$ cat config.mk
export PLATFORM = sky130hd
export DESIGN_NAME = rcs_sequencer
export DESIGN_NICKNAME = d
export VERILOG_FILES = /design/src/rtl/rcs_pkg.sv /design/src/rtl/rcs_sequencer.sv
export VERILOG_INCLUDE_DIRS = /design/src /design/src/rtl
export SDC_FILE = /design/constraint.sdc
export NUM_CORES = 1
export LEC_CHECK = 0
export ABC_AREA = 1
export ABC_CLOCK_PERIOD_IN_PS = 4370
export BUFFER_PORTS_ARGS = -buffer_cell sky130_fd_sc_hd__buf_4
export CAP_MARGIN = 5
export CELL_PAD_IN_SITES_DETAIL_PLACEMENT = 0
export CELL_PAD_IN_SITES_GLOBAL_PLACEMENT = 1
export CORE_UTILIZATION = 35
export DETAILED_ROUTE_END_ITERATION = 10
export PLACE_DENSITY_LB_ADDON = 0.1
export SLEW_MARGIN = 10
export SYNTH_ARGS = -nofsm -noshare
export SYNTH_HDL_FRONTEND = slang
export SYNTH_SLANG_ARGS = --single-unit
$ cat constraint.sdc
create_clock -name clk -period 4.37 [get_ports clk]
set_clock_uncertainty 0.05 [all_clocks]
set_input_delay 0.437 -clock clk [delete_from_list [all_inputs] [get_ports clk]]
set_output_delay 0.437 -clock clk [all_outputs]
set_load 0.05 [all_outputs]
$ cat src/rtl/rcs_params.svh
`ifndef RCS_PARAMS_SVH
`define RCS_PARAMS_SVH

// ------------------------------------------------------------
// Register offsets (word index on the plain register port)
// ------------------------------------------------------------
`define RCS_ADDR_W        4
`define RCS_OFF_BORCTL    4'h0
`define RCS_OFF_PWRFLAGS  4'h1
`define RCS_OFF_CPUSTAT   4'h2
`define RCS_OFF_WDTCTL    4'h3
`define RCS_OFF_CFG       4'h4
`define RCS_OFF_IRQSTAT   4'h5
`define RCS_OFF_IRQMASK   4'h6

// ------------------------------------------------------------
// Field positions
// ------------------------------------------------------------
`define RCS_PF_OVF        7
`define RCS_PF_UNF        6
`define RCS_PF_PIN        3
`define RCS_PF_RSTI       2
`define RCS_PF_POR        1
`define RCS_PF_BRN        0
`define RCS_ST_TMO        4
`define RCS_ST_PDN        3
`define RCS_BC_SWEN       7
`define RCS_BC_RDY        0
`define RCS_CFG_PUT_N     0
`define RCS_CFG_STKRST    1
`define RCS_CFG_PINEN     2
`define RCS_CFG_OSTREQ    3

// ------------------------------------------------------------
// Masks and reset values
// ------------------------------------------------------------
`define RCS_PF_IMPL       8'hCF
`define RCS_ST_IMPL       8'h18
`define RCS_WDT_IMPL      8'h3F
`define RCS_BC_RST        8'h80
`define RCS_WDT_RST       8'h16
`define RCS_CFG_RST       8'h0E
`define RCS_PF_POR_VAL    8'h0C
`define RCS_PF_BRN_VAL    8'h0C
`define RCS_PF_BRN_KEEP   8'h02
`define RCS_ZERO8         8'h00
`define RCS_PC_RESET      16'h0000
`define RCS_PC_IRQVEC     16'h0004
`define RCS_PC_ONE        16'h0001

// ------------------------------------------------------------
// Timing
// ------------------------------------------------------------
`define RCS_CLK_HZ        25000000
`define RCS_PUT_MS        64
`define RCS_PUT_CYC       ((`RCS_CLK_HZ / 1000) * `RCS_PUT_MS)
`define RCS_OST_CYC       1024
`define RCS_HOLD_CYC      4
`define RCS_CNT_W         21

`endif

$ cat src/rtl/rcs_pkg.sv
package rcs_pkg;

	// Start-up sequencer states
	typedef enum logic [3:0] {
		RCS_HOLD  = 4'b0001,
		RCS_TIMER = 4'b0010,
		RCS_PINW  = 4'b0100,
		RCS_RUN   = 4'b1000
	} rcs_state_e;

	// Interrupt event bit positions
	typedef enum logic [2:0] {
		RCS_EV_RESET = 3'd0,
		RCS_EV_WAKE  = 3'd1,
		RCS_EV_FAULT = 3'd2
	} rcs_event_e;

endpackage

$ cat src/rtl/rcs_sequencer.sv
`timescale 1ns/1ps
`include "rcs_params.svh"
// How it works
// - Watchdog expiry resets device; timeout flag cleared, powerdown flag unchanged.
// - Reset instruction resets device and clears reset-instruction flag bit 2 only.
// - With stack fault reset enabled, overflow/underflow resets and sets bit 7/6.
// - Leaving programming mode acts like a power-on reset but keeps configuration, watchdog control and interrupt registers.
// - After power-on/brown-out, wait power-up timer, oscillator timer, pin release.
// - Timers run regardless of pin; expired timers mean start on pin release.
// - Power-up timer holds 64 ms, enabled when its active-low bit is clear.
// - Power-on: PC 0000h, timeout and powerdown set, flags 00 110x.
// - Brown-out: PC 0000h, timeout and powerdown set, flags 00 11u0.
// - Watchdog wake from sleep: PC+1, both status flags cleared.
// - Interrupt wake: timeout set, powerdown clear, next instruction, then vector 0004h if global interrupt enable set.
// - Pin reset in sleep: PC 0000h, timeout set, powerdown clear; awake unchanged.
// - Pin reset clears pin-reset flag bit 3; firmware may set it again.
// - Power-on flag bit 1 reads zero after power-on; firmware sets it.
// - Stack flags set by hardware or a firmware write, zero at power-on, firmware clears.
// - Power-control bits 5 and 4 ignore writes and read zero.
// - All resets except the two wake-ups load PC with 0000h.
// - Unimplemented status and power-control bits read zero.
module rcs_sequencer #(
	parameter int unsigned PUT_CYC  = `RCS_PUT_CYC,   // Power-up timer length in cycles
	parameter int unsigned OST_CYC  = `RCS_OST_CYC    // Oscillator start-up length in cycles
) (
	input  wire logic                   clk,            // 25 MHz system clock
	input  wire logic                   arst_n,         // Power-on reset, async, active low
	input  wire logic                   brownout_n,     // Brown-out detector, active low
	input  wire logic                   external_reset_pin_n, // External reset pin
	input  wire logic                   wdt_expired,    // Watchdog period elapsed, pulse
	input  wire logic                   reset_instr,    // Reset instruction executed, pulse
	input  wire logic                   stack_over,     // Stack overflow, pulse
	input  wire logic                   stack_under,    // Stack underflow, pulse
	input  wire logic                   prog_exit,      // Programming mode exit, pulse
	input  wire logic                   sleeping,       // Core is in Sleep
	input  wire logic                   irq_wake,       // Interrupt wake-up, pulse
	input  wire logic                   global_irq_enable, // Global interrupt enable
	input  wire logic                   brownout_ready, // Brown-out circuit ready
	input  wire logic [`RCS_ADDR_W-1:0] reg_addr,       // Register address
	input  wire logic [7:0]             reg_wdata,      // Register write data
	input  wire logic                   reg_wr,         // Write strobe
	input  wire logic                   reg_rd,         // Read strobe
	output logic      [7:0]             reg_rdata,      // Read data, cycle after strobe
	output logic                        core_reset,     // Merged internal reset, high = held
	output logic                        pc_load,        // Program counter load pulse
	output logic      [15:0]            pc_value,       // Value to load
	output logic                        pc_advance,     // Resume at next instruction pulse
	output logic                        irq_vector,     // Push return, go to vector, pulse
	output logic      [7:0]             watchdog_control, // Watchdog control register
	output logic                        sw_brownout_enable, // Software brown-out enable
	output logic                        irq             // Interrupt, level
);

	// ------------------------------------------------------------
	// Input synchronisers
	// ------------------------------------------------------------
	logic pin_s1, pin_s2, bo_s1, bo_s2, rdy_s1, rdy_s2;

	// Pins come from outside the clock domain
	always_ff @(posedge clk or negedge arst_n)
	begin
		if (!arst_n)
		begin
			pin_s1 <= 1'b1;
			pin_s2 <= 1'b1;
			bo_s1  <= 1'b1;
			bo_s2  <= 1'b1;
			rdy_s1 <= 1'b0;
			rdy_s2 <= 1'b0;
		end
		else
		begin
			pin_s1 <= external_reset_pin_n;
			pin_s2 <= pin_s1;
			bo_s1  <= brownout_n;
			bo_s2  <= bo_s1;
			rdy_s1 <= brownout_ready;
			rdy_s2 <= rdy_s1;
		end
	end

	// ------------------------------------------------------------
	// Configuration and event decode
	// ------------------------------------------------------------
	logic [7:0] cfg;
	logic       bo_prev;
	logic       pin_prev;
	logic       pin_en, stk_rst_en, put_en_n, ost_req;
	logic       ev_por, ev_brown, ev_pin, ev_wdt, ev_rsti, ev_ovf, ev_unf;
	logic       ev_wdt_wake, ev_irq_wake, ev_full, bo_active;

	assign pin_en     = cfg[`RCS_CFG_PINEN];
	assign stk_rst_en = cfg[`RCS_CFG_STKRST];
	assign put_en_n   = cfg[`RCS_CFG_PUT_N];
	assign ost_req = cfg[`RCS_CFG_OSTREQ];

	// Brown-out and pin act on their falling edges
	always_ff @(posedge clk or negedge arst_n)
	begin
		if (!arst_n)
		begin
			bo_prev  <= 1'b1;
			pin_prev <= 1'b1;
		end
		else
		begin
			bo_prev  <= bo_s2;
			pin_prev <= pin_s2;
		end
	end

	// Software brown-out enable gates the detector
	assign ev_por      = prog_exit;
	assign ev_brown    = bo_prev & ~bo_s2 & sw_brownout_enable;
	// Low supply keeps the device held, not just the falling edge
	assign bo_active   = ~bo_s2 & sw_brownout_enable;
	assign ev_pin      = pin_en & pin_prev & ~pin_s2;
	assign ev_wdt      = wdt_expired & ~sleeping;
	assign ev_wdt_wake = wdt_expired & sleeping;
	assign ev_irq_wake = irq_wake & sleeping & ~wdt_expired;
	assign ev_rsti     = reset_instr;
	assign ev_ovf      = stack_over & stk_rst_en;
	assign ev_unf      = stack_under & stk_rst_en;
	assign ev_full     = ev_por | ev_brown | ev_pin | ev_wdt | ev_rsti | ev_ovf | ev_unf;

	// ------------------------------------------------------------
	// Start-up sequencer
	// ------------------------------------------------------------
	rcs_pkg::rcs_state_e state;
	logic [`RCS_CNT_W-1:0] put_cnt;
	logic [`RCS_CNT_W-1:0] ost_cnt;
	logic [2:0]            hold_cnt;
	logic                  timers_on;
	logic                  put_done, ost_done;

	assign put_done  = (put_cnt == '0);
	assign ost_done  = (ost_cnt == '0);

	// Timers count whatever the pin does, so they can expire under it
	always_ff @(posedge clk or negedge arst_n)
	begin
		if (!arst_n)
		begin
			put_cnt   <= '0;
			ost_cnt   <= '0;
			timers_on <= 1'b1;
		end
		else if (ev_por || bo_active || timers_on)
		begin
			put_cnt   <= put_en_n ? '0 : `RCS_CNT_W'(PUT_CYC);
			ost_cnt   <= ost_req ? `RCS_CNT_W'(OST_CYC) : '0;
			timers_on <= 1'b0;
		end
		else
		begin
			if (!put_done)
				put_cnt <= put_cnt - 1'b1;
			if (!ost_done)
				ost_cnt <= ost_cnt - 1'b1;
		end
	end

	// One merged reset, released when every condition is met
	always_ff @(posedge clk or negedge arst_n)
	begin
		if (!arst_n)
		begin
			state    <= rcs_pkg::RCS_HOLD;
			hold_cnt <= 3'(`RCS_HOLD_CYC);
		end
		else if (ev_full || bo_active)
		begin
			state    <= rcs_pkg::RCS_HOLD;
			hold_cnt <= 3'(`RCS_HOLD_CYC);
		end
		else
		begin
			case (state)
				rcs_pkg::RCS_HOLD:
				begin
					if (hold_cnt != 3'h0)
						hold_cnt <= hold_cnt - 3'h1;
					else
						state <= rcs_pkg::RCS_TIMER;
				end
				rcs_pkg::RCS_TIMER:
					if (put_done && ost_done && !timers_on)
						state <= rcs_pkg::RCS_PINW;
				rcs_pkg::RCS_PINW:
					if (!pin_en || pin_s2)
						state <= rcs_pkg::RCS_RUN;
				rcs_pkg::RCS_RUN:
					if (pin_en && !pin_s2)
						state <= rcs_pkg::RCS_PINW;
				default:
					state <= rcs_pkg::RCS_HOLD;
			endcase
		end
	end

	assign core_reset = (state != rcs_pkg::RCS_RUN);

	// ------------------------------------------------------------
	// Program counter requests
	// ------------------------------------------------------------
	logic vec_pending;

	// Full resets go to zero; wake-ups step on, interrupt vector after
	always_ff @(posedge clk or negedge arst_n)
	begin
		if (!arst_n)
		begin
			pc_load     <= 1'b1;
			pc_value    <= `RCS_PC_RESET;
			pc_advance  <= 1'b0;
			irq_vector  <= 1'b0;
			vec_pending <= 1'b0;
		end
		else
		begin
			pc_load    <= 1'b0;
			pc_advance <= 1'b0;
			irq_vector <= 1'b0;
			if (ev_full)
			begin
				pc_load     <= 1'b1;
				pc_value    <= `RCS_PC_RESET;
				vec_pending <= 1'b0;
			end
			else if (ev_wdt_wake || ev_irq_wake)
			begin
				pc_advance  <= 1'b1;
				vec_pending <= ev_irq_wake & global_irq_enable;
			end
			else if (vec_pending)
			begin
				irq_vector  <= 1'b1;
				pc_load     <= 1'b1;
				pc_value    <= `RCS_PC_IRQVEC;
				vec_pending <= 1'b0;
			end
		end
	end

	// ------------------------------------------------------------
	// Register decode
	// ------------------------------------------------------------
	logic wr_pf, wr_st, wr_bc, wr_wd, wr_cfg, wr_is, wr_im;

	assign wr_pf  = reg_wr && (reg_addr == `RCS_OFF_PWRFLAGS);
	assign wr_st  = reg_wr && (reg_addr == `RCS_OFF_CPUSTAT);
	assign wr_bc  = reg_wr && (reg_addr == `RCS_OFF_BORCTL);
	assign wr_wd  = reg_wr && (reg_addr == `RCS_OFF_WDTCTL);
	assign wr_cfg = reg_wr && (reg_addr == `RCS_OFF_CFG);
	assign wr_is  = reg_wr && (reg_addr == `RCS_OFF_IRQSTAT);
	assign wr_im  = reg_wr && (reg_addr == `RCS_OFF_IRQMASK);

	// ------------------------------------------------------------
	// Power-control flags
	// ------------------------------------------------------------
	logic [7:0] power_control_flags;
	logic [7:0] next_pf;

	// Hardware events win over a firmware write in the same cycle
	always_comb
	begin
		next_pf = power_control_flags;
		if (wr_pf)
			next_pf = reg_wdata & `RCS_PF_IMPL;
		if (ev_por)
			next_pf = `RCS_PF_POR_VAL;
		else if (ev_brown)
			next_pf = `RCS_PF_BRN_VAL | (power_control_flags & `RCS_PF_BRN_KEEP);
		else
		begin
			if (ev_pin)
				next_pf[`RCS_PF_PIN] = 1'b0;
			if (ev_rsti)
				next_pf[`RCS_PF_RSTI] = 1'b0;
			if (ev_ovf)
				next_pf[`RCS_PF_OVF] = 1'b1;
			if (ev_unf)
				next_pf[`RCS_PF_UNF] = 1'b1;
		end
	end

	always_ff @(posedge clk or negedge arst_n)
	begin
		if (!arst_n)
			power_control_flags <= `RCS_PF_POR_VAL;
		else
			power_control_flags <= next_pf;
	end

	// ------------------------------------------------------------
	// Status timeout and powerdown flags
	// ------------------------------------------------------------
	logic timeout_flag_n, powerdown_flag_n;

	// Flags are read only to firmware
	always_ff @(posedge clk or negedge arst_n)
	begin
		if (!arst_n)
		begin
			timeout_flag_n   <= 1'b1;
			powerdown_flag_n <= 1'b1;
		end
		else if (ev_por || ev_brown)
		begin
			timeout_flag_n   <= 1'b1;
			powerdown_flag_n <= 1'b1;
		end
		else if (ev_wdt_wake)
		begin
			timeout_flag_n   <= 1'b0;
			powerdown_flag_n <= 1'b0;
		end
		else if (ev_wdt)
			timeout_flag_n <= 1'b0;
		else if (ev_irq_wake || (ev_pin && sleeping))
		begin
			timeout_flag_n   <= 1'b1;
			powerdown_flag_n <= 1'b0;
		end
	end

	// ------------------------------------------------------------
	// Control registers
	// ------------------------------------------------------------
	// Configuration bits stand in for fuse settings
	always_ff @(posedge clk or negedge arst_n)
	begin
		if (!arst_n)
		begin
			cfg                <= `RCS_CFG_RST;
			watchdog_control   <= `RCS_WDT_RST;
			sw_brownout_enable <= 1'b1;
		end
		else
		begin
			if (wr_cfg)
				cfg <= reg_wdata;
			if (wr_wd)
				watchdog_control <= reg_wdata & `RCS_WDT_IMPL;
			if (ev_por)
				sw_brownout_enable <= 1'b1;
			else if (wr_bc)
				sw_brownout_enable <= reg_wdata[`RCS_BC_SWEN];
		end
	end

	// ------------------------------------------------------------
	// Interrupt status and mask
	// ------------------------------------------------------------
	logic [2:0] irq_stat, irq_mask, irq_set;

	assign irq_set = {ev_ovf | ev_unf, ev_wdt_wake | ev_irq_wake, ev_full};

	// Write one to clear; a new event in the same cycle survives
	always_ff @(posedge clk or negedge arst_n)
	begin
		if (!arst_n)
		begin
			irq_stat <= 3'h0;
			irq_mask <= 3'h0;
		end
		else
		begin
			irq_stat <= (irq_stat & ~(wr_is ? reg_wdata[2:0] : 3'h0)) | irq_set;
			if (wr_im)
				irq_mask <= reg_wdata[2:0];
		end
	end

	assign irq = |(irq_stat & irq_mask);

	// ------------------------------------------------------------
	// Read port
	// ------------------------------------------------------------
	// Unmapped addresses and unimplemented bits read zero, except configuration bits 7:4, which read back as written
	always_ff @(posedge clk or negedge arst_n)
	begin
		if (!arst_n)
			reg_rdata <= `RCS_ZERO8;
		else if (!reg_rd)
			reg_rdata <= `RCS_ZERO8;
		else
		begin
			case (reg_addr)
				`RCS_OFF_BORCTL:   reg_rdata <= {sw_brownout_enable, 6'h00, rdy_s2};
				`RCS_OFF_PWRFLAGS: reg_rdata <= power_control_flags & `RCS_PF_IMPL;
				`RCS_OFF_CPUSTAT:  reg_rdata <= {3'h0, timeout_flag_n, powerdown_flag_n, 3'h0};
				`RCS_OFF_WDTCTL:   reg_rdata <= watchdog_control;
				`RCS_OFF_CFG:      reg_rdata <= cfg;
				`RCS_OFF_IRQSTAT:  reg_rdata <= {5'h00, irq_stat};
				`RCS_OFF_IRQMASK:  reg_rdata <= {5'h00, irq_mask};
				default:           reg_rdata <= `RCS_ZERO8;
			endcase
		end
	end

endmodule // rcs_sequencer

* After elaboration in Yosys (flattened, before gate mapping)
Index checks and enable logic that the tools add are counted.
Widths: inputs -> output; s select.
** Operators by class
- Reduce and logical (&&, ||, !) cells :: 42
- Multiplexer cells :: 49
- $add $sub $neg :: 3
- Bitwise logic cells :: 28
- Equality and inequality tests :: 20
** Operators with widths (count)
- $mux 21 :: 5
- $pmux 8 s7 :: 1
- $mux 16 :: 3
- $logic_not 21->1 :: 2
- $sub 21x1->21 const B :: 2
- $mux 8 :: 3
- $mux 1 :: 22
- $mux 4 :: 5
- $reduce_bool 4->1 :: 5
- $eq 4x3->1 const B :: 4
- $pmux 4 s4 :: 1
- $and 1x1->1 :: 12
- $eq 4x2->1 const B :: 3
- $mux 3 :: 4
- $ne 3x3->1 const B :: 4
- $mux 11 :: 1
- $logic_and 1x1->1 :: 10
- $reduce_bool 2->1 :: 5
- $reduce_bool 3->1 :: 3
- $eq 4x1->1 const B :: 2
- $mux 2 :: 4
- $or 1x1->1 :: 8
- $reduce_and 2->1 :: 4
- $logic_or 1x1->1 :: 7
- 14 further kinds :: 22
** Word-level totals
- Flip-flop bits (word level) :: 115

* Longest topological paths before layout
Gate-level depths: netlist of the first run.
- Depth after elaboration :: 12
- Mapped depth :: 13
- Mapped depth without buffers :: 13

* Worst setup path before layout of the first run
OpenSTA, ideal clock, no wires.
- Kind :: reg-to-reg
- Start :: register state[0]
- End :: register state[1]
- Stages on the path, launching flop included :: 9
- Path slack :: 2.623 ns
- Required time :: 4.203 ns
- Buffers on the path :: 0
- Arrival time :: 1.580 ns
- Path through :: dfstp_2 -> inv_1 -> nand4_1 -> nand2_1 -> o21ai_1 -> and2_0 -> nand2_2 -> nand3_1 -> nand2_1
** Between the ends
- Longest elaborated chain between the ends :: 3
- Elaborated cells between the ends (all ways) :: 11
- Classes of those cells :: 8 x eq/ne; 2 x mux; 1 x reduce/logical
** Ends and longest elaborated chain
- from (decl) :: RTL line rcs_sequencer.sv:129 : rcs_pkg::rcs_state_e state;
- from (signal assigned) :: RTL line rcs_sequencer.sv:168 : state <= rcs_pkg::RCS_HOLD;
- from (signal assigned) :: RTL line rcs_sequencer.sv:173 : state <= rcs_pkg::RCS_HOLD;
- from (signal assigned) :: RTL line rcs_sequencer.sv:184 : state <= rcs_pkg::RCS_TIMER;
- $eq 4x4->1, or another cell as far along :: RTL line rcs_sequencer.sv:178 : case (state)
- $ne 3x3->1 (no source line) / $pmux 4 s4 (equally long branches)
- $reduce_and 4->1 (no source line) / $mux 4 (equally long branches)
Parallel ways exist; a longest one is shown, timed or not.
A chain may end at the register's enable or synchronous reset.

* Final worst setup path of the first run
- Start :: register sw_brownout_enable
- End :: register ost_cnt[7]
** Between the ends
- Longest elaborated chain between the ends :: 4
- Elaborated cells between the ends (all ways) :: 5
- Classes of those cells :: 1 x eq/ne; 1 x mux; 1 x bitwise; 2 x reduce/logical
** Ends and longest elaborated chain
- from (decl) :: RTL line rcs_sequencer.sv:50 : output logic sw_brownout_enable,
- from (signal assigned) :: RTL line rcs_sequencer.sv:348 : sw_brownout_enable <= reg_wdata[`RCS_BC_SWEN];
- $and 1x1->1 (*) :: RTL line rcs_sequencer.sv:116 : assign bo_active = ~bo_s2 & sw_brownout_enable;
- $logic_or 1x1->1 (*) (2 in series) :: RTL line rcs_sequencer.sv:148 : else if (ev_por || bo_active || timers_on)
- $ne 2x1->1 (no source line) / $mux 21 (equally long branches)
- to (signal assigned) :: RTL line rcs_sequencer.sv:151 : ost_cnt <= ost_req ? `RCS_CNT_W'(OST_CYC) : '0;
- to (signal assigned) :: RTL line rcs_sequencer.sv:159 : ost_cnt <= ost_cnt - 1'b1;
- to (decl) :: RTL line rcs_sequencer.sv:131 : logic [`RCS_CNT_W-1:0] ost_cnt;
Mark *: on every way between the ends. The rest lies on a longest branch, timed or not.

==> impl_metrics.py, run 1 <==
metrics = {
    "place": {
        "port_buffers": 47,
        "dp_slack_ps": 2438,
        "routabilityCongestion": 0.7871,
        "dpl.hpwl_mm": 9.467,
    },
    "sta": {
        "fmax_ghz": 0.5223,
        "relSlewSlack": 0.4804,
        "setup_violations": 0,
        "rsz0062_at_grt": "no",
        "hold_viol": 0,
        "timing.final.ws_setup_ps": 2456,
        "fin_crit_ps": 1914,
        "final_max_slew_viol_count": 0,
        "fin_crit_sh": 0.4381,
        "whs_ps": 117.3,
        "fin_setup_tns_ps": 0,
        "tightest_slew_ps": 779.3,
    },
    "drt": {
        "vias": 4156,
        "dr.first_iter.drc_count": 274,
        "drt_wl_total_mm": 12.60,
        "first_pass_iters": 9,
        "routed_via_density": 4.723,
        "wl_per_cell_um": 14.32,
        "drc": 2,
        "ant_nets": 0,
    },
    "logic_synthesis": {
        "syn_avg_cell_area_um2": 8.332,
        "syn_inst": 637,
        "ys_ff_latch": 100,
        "yosysTopAreaCell": "dfrtp_1",
        "yosysMostFrequentCell": "nand2_1",
        "synth.area.top_cells": "dfrtp_1, dfstp_2, nand2_1, nor2_1, inv_1",
        "yosys_warnings": 0,
        "syn-cell-area_um2": 5308,
        "synth_edf_count": 0,
        "synthTopCellsByCount": "nand2_1, nor2_1, dfrtp_1, inv_1, o21ai_0",
        "synthArstFlopShare": 1.000,
        "synth-seq-area-share": 0.4764,
        "ys_types": 49,
        "yosys.area.top_type_share": 0.3725,
        "synth-main-ff-cell": "dfrtp_1",
    },
    "finish": {
        "antennaDiodeCount": 0,
        "drive_gt1_frac": 0.2011,
        "area_growth_pct": 15.04,
        "nNetsFinal": 724,
        "utilization": 0.4170,
    },
    "power": {
        "swShare": 0.3408,
        "power_frac_comb": 0.263,
        "p_per_area_nw_per_um2": 436.9,
        "ir_drop_v": 0.0002102,
        "p_seq_frac": 0.412,
        "p_clk_frac": 0.326,
        "leakage_nw": 3.102,
        "intPower_mw": 1.759,
        "p_total_mw": 2.668,
        "p_sw_mw": 0.9091,
    },
    "floorplan": {
        "core_um2": 14640,
        "dieArea_um2": 15660,
        "initial_utilization": 0.3624,
        "placementRows": 44,
        "fp.dieW_um": 125.1,
        "pin_count": 65,
        "die_height_um": 125.1,
    },
    "clocking": {
        "ctsHtreeMaxLevel": 3,
        "path_clk_slew_ps": 70,
        "cts_max_path_buffers": 2,
        "cts_resized": 0,
        "cts_tree": "built",
        "clockRootBuffer": "clkbuf_16",
        "cts_sinks": 100,
        "cts_buffers": 9,
        "clock_latency_ps": 360,
        "post-cts-setup-buffers": 0,
        "hold_buffers": 0,
    },
    "global_route": {
        "grt_pass1_vias": 4169,
        "grt_pass1_wl_mm": 21.30,
        "grt_max_degree": 63,
        "overflow": 0,
        "grtUsageTotal": 0.1738,
        "antenna_found_initial": 0,
    },
    "critical_path": {
        "crit_required_ps": 4560,
        "path_buf_inv": 3,
        "critPathMaxFanout": 28,
        "endpoint_kind": "flip-flop",
        "cp-start-kind": "flip-flop",
        "worst_path_dominant_cell_family": "buffers and inverters",
        "cp_slowest_cell": "dfstp_2",
        "cpPeakStageDelay_ps": 540,
        "critical_path_class": "flip-flop to flip-flop",
        "crit_chain": "inv_2 -> nor2_2 -> nor3_4 -> buf_4 -> inv_4 -> nor2_8 -> nor4_1",
        "cp.arrival_ps": 2110,
    },
    "outcome": {
        "status": "complete, but fails checks",
        "violations": "design-rule violations",
    },
    "hold_path": {
        "min_path_type": "input pin to async pin",
    },
    "run": {
        "maxCapViolCount": 0,
    },
}
==> final cells by class <==
| class | instances | area (um2) |
|---|---|---|
| clock inverter | 5 | 82.58 |
| clock buffer | 11 | 232.7 |
| inverter | 82 | 310.3 |
| sequential | 100 | 2529 |
| fill | 1528 | 8538 |
| multi-input combinational | 449 | 2354 |
| tap | 184 | 230.2 |
| timing repair buffer | 49 | 367.9 |
==> kinds of logic (layout without fill, tap and decap cells) <==
group	count (synthesis)	after routing	share of synthesized area
flops	100	100	0.4764
fa+ha+maj	6	6	0.01414
simple gates	324	324	0.2895
xor+xnor	26	26	0.04290
compound gates	75	75	0.08416
buf+inv	105	147	0.09217
other cells	1	18	0.0007065
==> state kept, by name (all words and copies together), names as in the netlist, 3 cells and up <==
register             count
ost_cnt                 21
reg_rdata                8
cfg                      8
power_control_flags      6
irq_stat                 3
put_cnt                 21
watchdog_control         6
hold_cnt                 3
state                    4
irq_mask                 3
==> final timing paths <==
check	start	endpoint	slack, ps	depth (start not counted)
worst max-delay path	sw_brownout_enable$_DFFE_PN1P_	ost_cnt[7]$_DFFE_PN0P_	2460	7
worst max register to register	sw_brownout_enable$_DFFE_PN1P_	ost_cnt[7]$_DFFE_PN0P_	2460	7
min in group clk	brownout_ready	rdy_s1$_DFF_PN0_	140	1
worst min-delay path	arst_n	ost_cnt[4]$_DFFE_PN0P_	120	1
max in group asynchronous	arst_n	hold_cnt[2]$_DFFE_PN1P_	3120	2
worst min register to register	rdy_s1$_DFF_PN0_	rdy_s2$_DFF_PN0_	300	0
==> metal layers <==
metal | share of wire | wire length, um | track usage
met3 | 0.034 | 428 | 0.04579
met2 | 0.47 | 5984 | 0.2820
met1 | 0.48 | 6040 | 0.2280
met5 | 0 | 0 | 0
met4 | 0.012 | 150 | 0.04950
==> layout by cell type (no fill, tap or decap), types with 3 or more instances in the layout <==
| cell | netlist | layout |
|---|---|---|
| buf_4 | 17 | 49 |
| nor2_2 | 13 | 13 |
| dfstp_2 | 21 | 21 |
| nor2_4 | 4 | 4 |
| dfrtp_1 | 79 | 79 |
| nand2_1 | 138 | 138 |
| a21oi_1 | 17 | 17 |
| o21ai_0 | 35 | 35 |
| clkbuf_16 | 0 | 9 |
| inv_1 | 74 | 74 |
| nand2_2 | 8 | 8 |
| nand4_1 | 12 | 12 |
| o211ai_1 | 4 | 4 |
| o221ai_1 | 3 | 3 |
| nor4_1 | 3 | 3 |
| nor3_2 | 14 | 14 |
| inv_2 | 7 | 7 |
| xor2_1 | 20 | 20 |
| nor3_1 | 9 | 9 |
| nand3_1 | 27 | 27 |
| xnor2_1 | 6 | 6 |
| nand3b_1 | 4 | 4 |
| ha_1 | 6 | 6 |
| nor2_1 | 82 | 82 |
| conb_1 | 1 | 18 |
==> through the flow <==
stage	area [um2]	instances
floorplan	5371	654
global placement	5791	864
detailed placement	5791	864
CTS	6106	880
global route	6106	880
finish	6106	880
==> power by group through the flow <==
| stage | Clock, mW | Sequential (mW) | Combinational (mW) |
|---|---|---|---|
| 2_1_floorplan | 0 | 1.14 | 0.500 |
| 3_3_place_gp | 0 | 1.11 | 0.711 |
| 3_5_place_dp | 0 | 1.11 | 0.708 |
| 4_1_cts | 0.898 | 1.10 | 0.712 |
| 5_1_grt | 0.934 | 1.11 | 0.793 |
| 6_report | 0.869 | 1.10 | 0.701 |
(Power assumes the default switching activity.)
==> inputs of run 2 (changes only) <==
- ABC_CLOCK_PERIOD_IN_PS: 4370 -> 1820
- clock period: 4.37 -> 1.82 ns (I/O delays scaled with it)
==> impl_metrics.py, run 2 (synthesized netlist as in run 1, its figures left out) <==
metrics = {
    "outcome": {
        "status": "completed",
    },
    "finish": {
        "multi_input_area_um2": 2399,
        "area_growth_pct": 20.41,
        "drive_gt1_frac": 0.2399,
        "antennaDiodeCount": 0,
        "regArea_um2": 2529,
        "final_common_cell": "nand2_1",
        "final_cell_mix": "nand2_1, nor2_1, dfrtp_1",
        "reg.largest.list": "ost_cnt x21, put_cnt x21",
        "nNetsFinal": 749,
        "n_fill_cell": 1468,
    },
    "drt": {
        "drc": 0,
        "first_pass_iters": 6,
        "dr.first_iter.drc_count": 173,
        "routed_via_density": 4.712,
        "drt_wl_total_mm": 13.12,
        "wl_per_cell_um": 14.50,
        "vias": 4264,
        "ant_nets": 0,
    },
    "sta": {
        "final_max_slew_viol_count": 0,
        "fin_crit_ps": 1789,
        "setup_violations": 0,
        "hold_viol": 0,
        "fmax_ghz": 0.5591,
        "timing.final.ws_setup_ps": 31.27,
        "rsz0062_at_grt": "yes",
        "fin_crit_sh": 0.9828,
        "fin_setup_tns_ps": 0,
    },
    "place": {
        "routabilityCongestion": 0.8539,
        "dpl.hpwl_mm": 9.859,
        "dp_slack_ps": 44.48,
        "port_buffers": 47,
    },
    "global_route": {
        "grtUsageMet1": 0.2258,
        "met3_usage": 0.04792,
        "grt_pass1_wl_mm": 21.69,
        "grt_pass1_vias": 4322,
        "grtUsageTotal": 0.1768,
        "overflow": 0,
        "grt_max_degree": 46,
        "met2_usage": 0.2961,
        "top_usage_layer": "met2",
        "antenna_found_initial": 0,
    },
    "power": {
        "p_per_area_nw_per_um2": 1007,
        "ir_drop_v": 0.0005423,
        "p_seq_frac": 0.409,
        "intPower_mw": 4.166,
        "swShare": 0.3528,
        "power_frac_comb": 0.280,
        "p_sw_mw": 2.271,
        "p_clk_frac": 0.311,
        "leakage_nw": 3.232,
    },
    "clocking": {
        "ctsHtreeMaxLevel": 3,
        "cts_tree": "built",
        "cts_sinks": 100,
        "cts_buffers": 9,
        "cts_max_path_buffers": 2,
        "clockRootBuffer": "clkbuf_16",
        "path_clk_slew_ps": 70,
        "clock_latency_ps": 350,
    },
    "critical_path": {
        "crit_required_ps": 2010,
        "critical_path_class": "flip-flop to flip-flop",
        "cp.arrival_ps": 1980,
        "critPathMaxFanout": 4,
        "endpoint_kind": "flip-flop",
        "cp-start-kind": "flip-flop",
    },
    "floorplan": {
        "die_height_um": 125.1,
        "initial_utilization": 0.3624,
        "dieArea_um2": 15660,
        "fp.dieW_um": 125.1,
        "placementRows": 44,
        "core_um2": 14640,
        "pin_count": 65,
    },
    "run": {
        "maxCapViolCount": 0,
    },
    "hold_path": {
        "min_path_type": "input pin to flip-flop",
    },
}
## run 2: changes by cell type in the layout (fill, tap and decap cells not counted), sizes merged
cell         delta
buf            +21
bufinv          -1
clkbuf          -2
clkinvlp        +1
dlygate4sd3     +4
inv             +2
## run 2: per-stage QoR
step           total power, mW  hold WS [ps]  utilization  instance area (um2)  std cells
3_5_place_dp             4.450         66.95       0.4076                 5968        881
2_1_floorplan            3.948        -163.6            -                 5371        654
4_1_cts                  6.504         3.133       0.4311                 6314        901
6_report                 6.437         7.135       0.4364                 6391        905
5_1_grt                  6.824         7.846       0.4364                 6391        905
3_3_place_gp             4.450         64.36       0.4076                 5968        881
## run 2: final timing paths
check	start	end	slack, ps	depth (start not counted)
worst max-delay path	put_cnt[0]$_DFFE_PN0P_	state[1]$_DFFE_PN0P_	30	13
worst min-delay path	reg_rd	reg_rdata[7]$_DFF_PN0_	7	3
worst max register to register	put_cnt[0]$_DFFE_PN0P_	state[1]$_DFFE_PN0P_	30	13
worst min register to register	pin_s1$_DFF_PN1_	pin_s2$_DFF_PN1_	310	0
max in group asynchronous	arst_n	hold_cnt[2]$_DFFE_PN1P_	850	3
min in group asynchronous	arst_n	ost_cnt[19]$_DFFE_PN0P_	250	2
## run 2: timing repair
item	CTS	global route
hold endpoints to repair	25	0
resized for setup	0	14
hold buffers	4	0
buffers inserted	0	4
endpoints found under the setup margin	0	13
## run 2: cell type report
cell class / instances / area share
sequential: 100 / 0.3957
tap: 184 / 0.03602
inverter: 82 / 0.04894
timing repair buffer: 74 / 0.09632
clock inverter: 7 / 0.01253
clock buffer: 9 / 0.03524
multi-input combinational: 449 / 0.3753
## run 2: critical path, cell delays in order, from the launching register on
cell and delay, ps:
dfrtp_1 420, inv_2 100, ha_4 140, inv_4 40, nor2_2 90, nand2_1 70, nor2_2 120, nand2_2 80
nor2_4 160, nand3_2 100, nand2_2 120, nand2_2 80, nand3_2 60, nand2_1 50
## run 2: metal layers
layer	up-vias	wire, um
li1	2166	-
met1	2011	6113
met2	76	6362
met3	11	467
met4	0	178
met5	-	0
## run 2: power groups by stage
| stage | Sequential, mW | Clock [mW] | Combinational, mW |
|---|---|---|---|
| floorplan | 2.75 | 0 | 1.20 |
| global placement | 2.67 | 0 | 1.78 |
| detailed placement | 2.67 | 0 | 1.78 |
| CTS | 2.63 | 2.08 | 1.80 |
| global route | 2.66 | 2.16 | 2.00 |
| finish | 2.63 | 2.00 | 1.80 |
==> inputs of run 3 (changes only) <==
- ABC_CLOCK_PERIOD_IN_PS: 1820 -> 2200
- clock period: 1.82 -> 2.2 ns (I/O delays scaled with it)
==> impl_metrics.py, run 3 (synthesized netlist as in run 1, its figures left out) <==
metrics = {
    "outcome": {
        "status": "complete, but fails checks",
        "violations": "design-rule violations",
    },
    "clocking": {
        "cts_max_path_buffers": 2,
        "ctsHtreeMaxLevel": 3,
        "clock_latency_ps": 360,
        "cts_tree": "built",
        "path_clk_slew_ps": 70,
        "clockRootBuffer": "clkbuf_16",
        "cts_resized": 0,
        "post-cts-setup-buffers": 0,
        "cts_buffers": 9,
        "cts_sinks": 100,
    },
    "finish": {
        "multi_input_area_um2": 2354,
        "finalInstanceArea_um2": 6162,
        "nNetsFinal": 731,
        "antennaDiodeCount": 0,
        "area_growth_pct": 16.10,
        "final_cell_mix": "nand2_1, nor2_1, dfrtp_1",
        "final_common_cell": "nand2_1",
        "reg.largest.list": "ost_cnt x21, put_cnt x21",
        "n_fill_cell": 1518,
        "regArea_um2": 2529,
        "drive_gt1_frac": 0.2063,
    },
    "drt": {
        "routed_via_density": 4.722,
        "drc": 2,
        "ant_nets": 0,
        "dr.first_iter.drc_count": 218,
        "first_pass_iters": 9,
        "drt_wl_total_mm": 12.75,
        "vias": 4188,
        "wl_per_cell_um": 14.37,
    },
    "sta": {
        "fin_setup_tns_ps": 0,
        "whs_ps": 56.93,
        "fmax_ghz": 0.5543,
        "tightest_slew_ps": 586.0,
        "final_max_slew_viol_count": 0,
        "hold_viol": 0,
        "fin_crit_sh": 0.8200,
        "fin_crit_ps": 1804,
        "setup_violations": 0,
        "rsz0062_at_grt": "no",
        "relSlewSlack": 0.6093,
    },
    "hold_path": {
        "min_to": "sw_brownout_enable$_DFFE_PN1P_",
        "worstHoldStart": "reg_wdata[7]",
        "min_path_type": "input pin to flip-flop",
        "holdPathStages": 3,
    },
    "global_route": {
        "antenna_found_initial": 0,
        "grt_pass1_vias": 4253,
        "overflow": 0,
        "grtUsageTotal": 0.1755,
        "grt_max_degree": 42,
        "grt_pass1_wl_mm": 21.44,
    },
    "floorplan": {
        "dieArea_um2": 15660,
        "die_height_um": 125.1,
        "placementRows": 44,
        "core_um2": 14640,
        "pin_count": 65,
        "fp.dieW_um": 125.1,
        "initial_utilization": 0.3624,
    },
    "power": {
        "p_per_area_nw_per_um2": 833.6,
        "leakage_nw": 3.131,
        "ir_drop_v": 0.0004774,
    },
    "critical_path": {
        "crit_required_ps": 2390,
        "cp-start-kind": "flip-flop",
        "ff2ff_path_depth": 11,
        "critPathMaxFanout": 5,
        "cp.arrival_ps": 2000,
        "r2r_slack_ps": 400,
        "r2r-start": "ost_cnt[0]$_DFFE_PN0P_",
        "critical_path_class": "flip-flop to flip-flop",
        "r2r_end": "state[2]$_DFFE_PN0P_",
        "endpoint_kind": "flip-flop",
    },
    "place": {
        "dpl.hpwl_mm": 9.718,
        "routabilityCongestion": 0.8500,
        "port_buffers": 47,
        "dpl_cell_area_um2": 5838,
    },
    "run": {
        "maxCapViolCount": 0,
    },
}
run 3: cell types whose count changed in the layout (fill, tap and decap cells not counted), sizes merged:
cell,previous run,this run
buf,70,52
bufinv,1,0
clkinv,1,4
clkinvlp,1,0
inv,86,85
run 3: through the flow:
stage / setup WS (ps) / cells / power [mW] / util
floorplan: 453.0 / 654 / 3.266 / -
global placement: 457.6 / 867 / 3.637 / 0.3987
detailed placement: 411.7 / 867 / 3.632 / 0.3987
CTS: 397.4 / 887 / 5.222 / 0.4208
global route: 201.0 / 887 / 5.479 / 0.4208
finish: 396.0 / 887 / 5.137 / 0.4208
run 3: how the worst max path moves through the flow:
stage,startpoint,cells past startpoint,slack [ps],end
floorplan,state[0]$_DFFE_PN1P_,8,450,state[1]$_DFFE_PN0P_
global placement,put_cnt[7]$_DFFE_PN0P_,6,460,put_cnt[19]$_DFFE_PN0P_
detailed placement,ost_cnt[0]$_DFFE_PN0P_,11,410,state[1]$_DFFE_PN0P_
CTS,ost_cnt[0]$_DFFE_PN0P_,11,400,state[2]$_DFFE_PN0P_
global route,ost_cnt[0]$_DFFE_PN0P_,11,200,state[2]$_DFFE_PN0P_
finish,ost_cnt[0]$_DFFE_PN0P_,11,400,state[2]$_DFFE_PN0P_
run 3: timing repair:
action,in CTS,in global routing
endpoints found under the setup margin,0,0
hold buffers,4,0
endpoints found under the hold margin,35,0
run 3: critical path, stage by stage, from the launching register on:
cell and delay (ps):
dfrtp_1 410, inv_1 140, ha_1 160, inv_1 50
nor2_1 120, nand4_1 100, nor2_1 210, nand3_1 150
nand2_2 120, nand2_2 60, nand3_1 60, nand2_1 50
run 3: area by class of cell:
type	count	area share
clock buffer	9	0.03655
tap	184	0.03736
clock inverter	7	0.009543
timing repair buffer	56	0.07391
inverter	82	0.05036
multi-input combinational	449	0.3819
sequential	100	0.4104
run 3: per-layer routing:
layer | up-vias | wire [um] | part of all wire | GRT usage
li1 | 2127 | - | - | -
met1 | 1984 | 5955 | 0.47 | 0.2272
met2 | 70 | 6236 | 0.49 | 0.2935
met3 | 7 | 444 | 0.035 | 0.04536
met4 | 0 | 111 | 0.0087 | 0.04089
met5 | - | 0 | 0 | 0
run 3: power by group:
group          total [mW]  internal (mW)  switching, mW
logic                1.41          0.471          0.940
clock network        1.55          0.788          0.760
registers            2.18           2.03          0.149
total                5.14           3.29           1.85
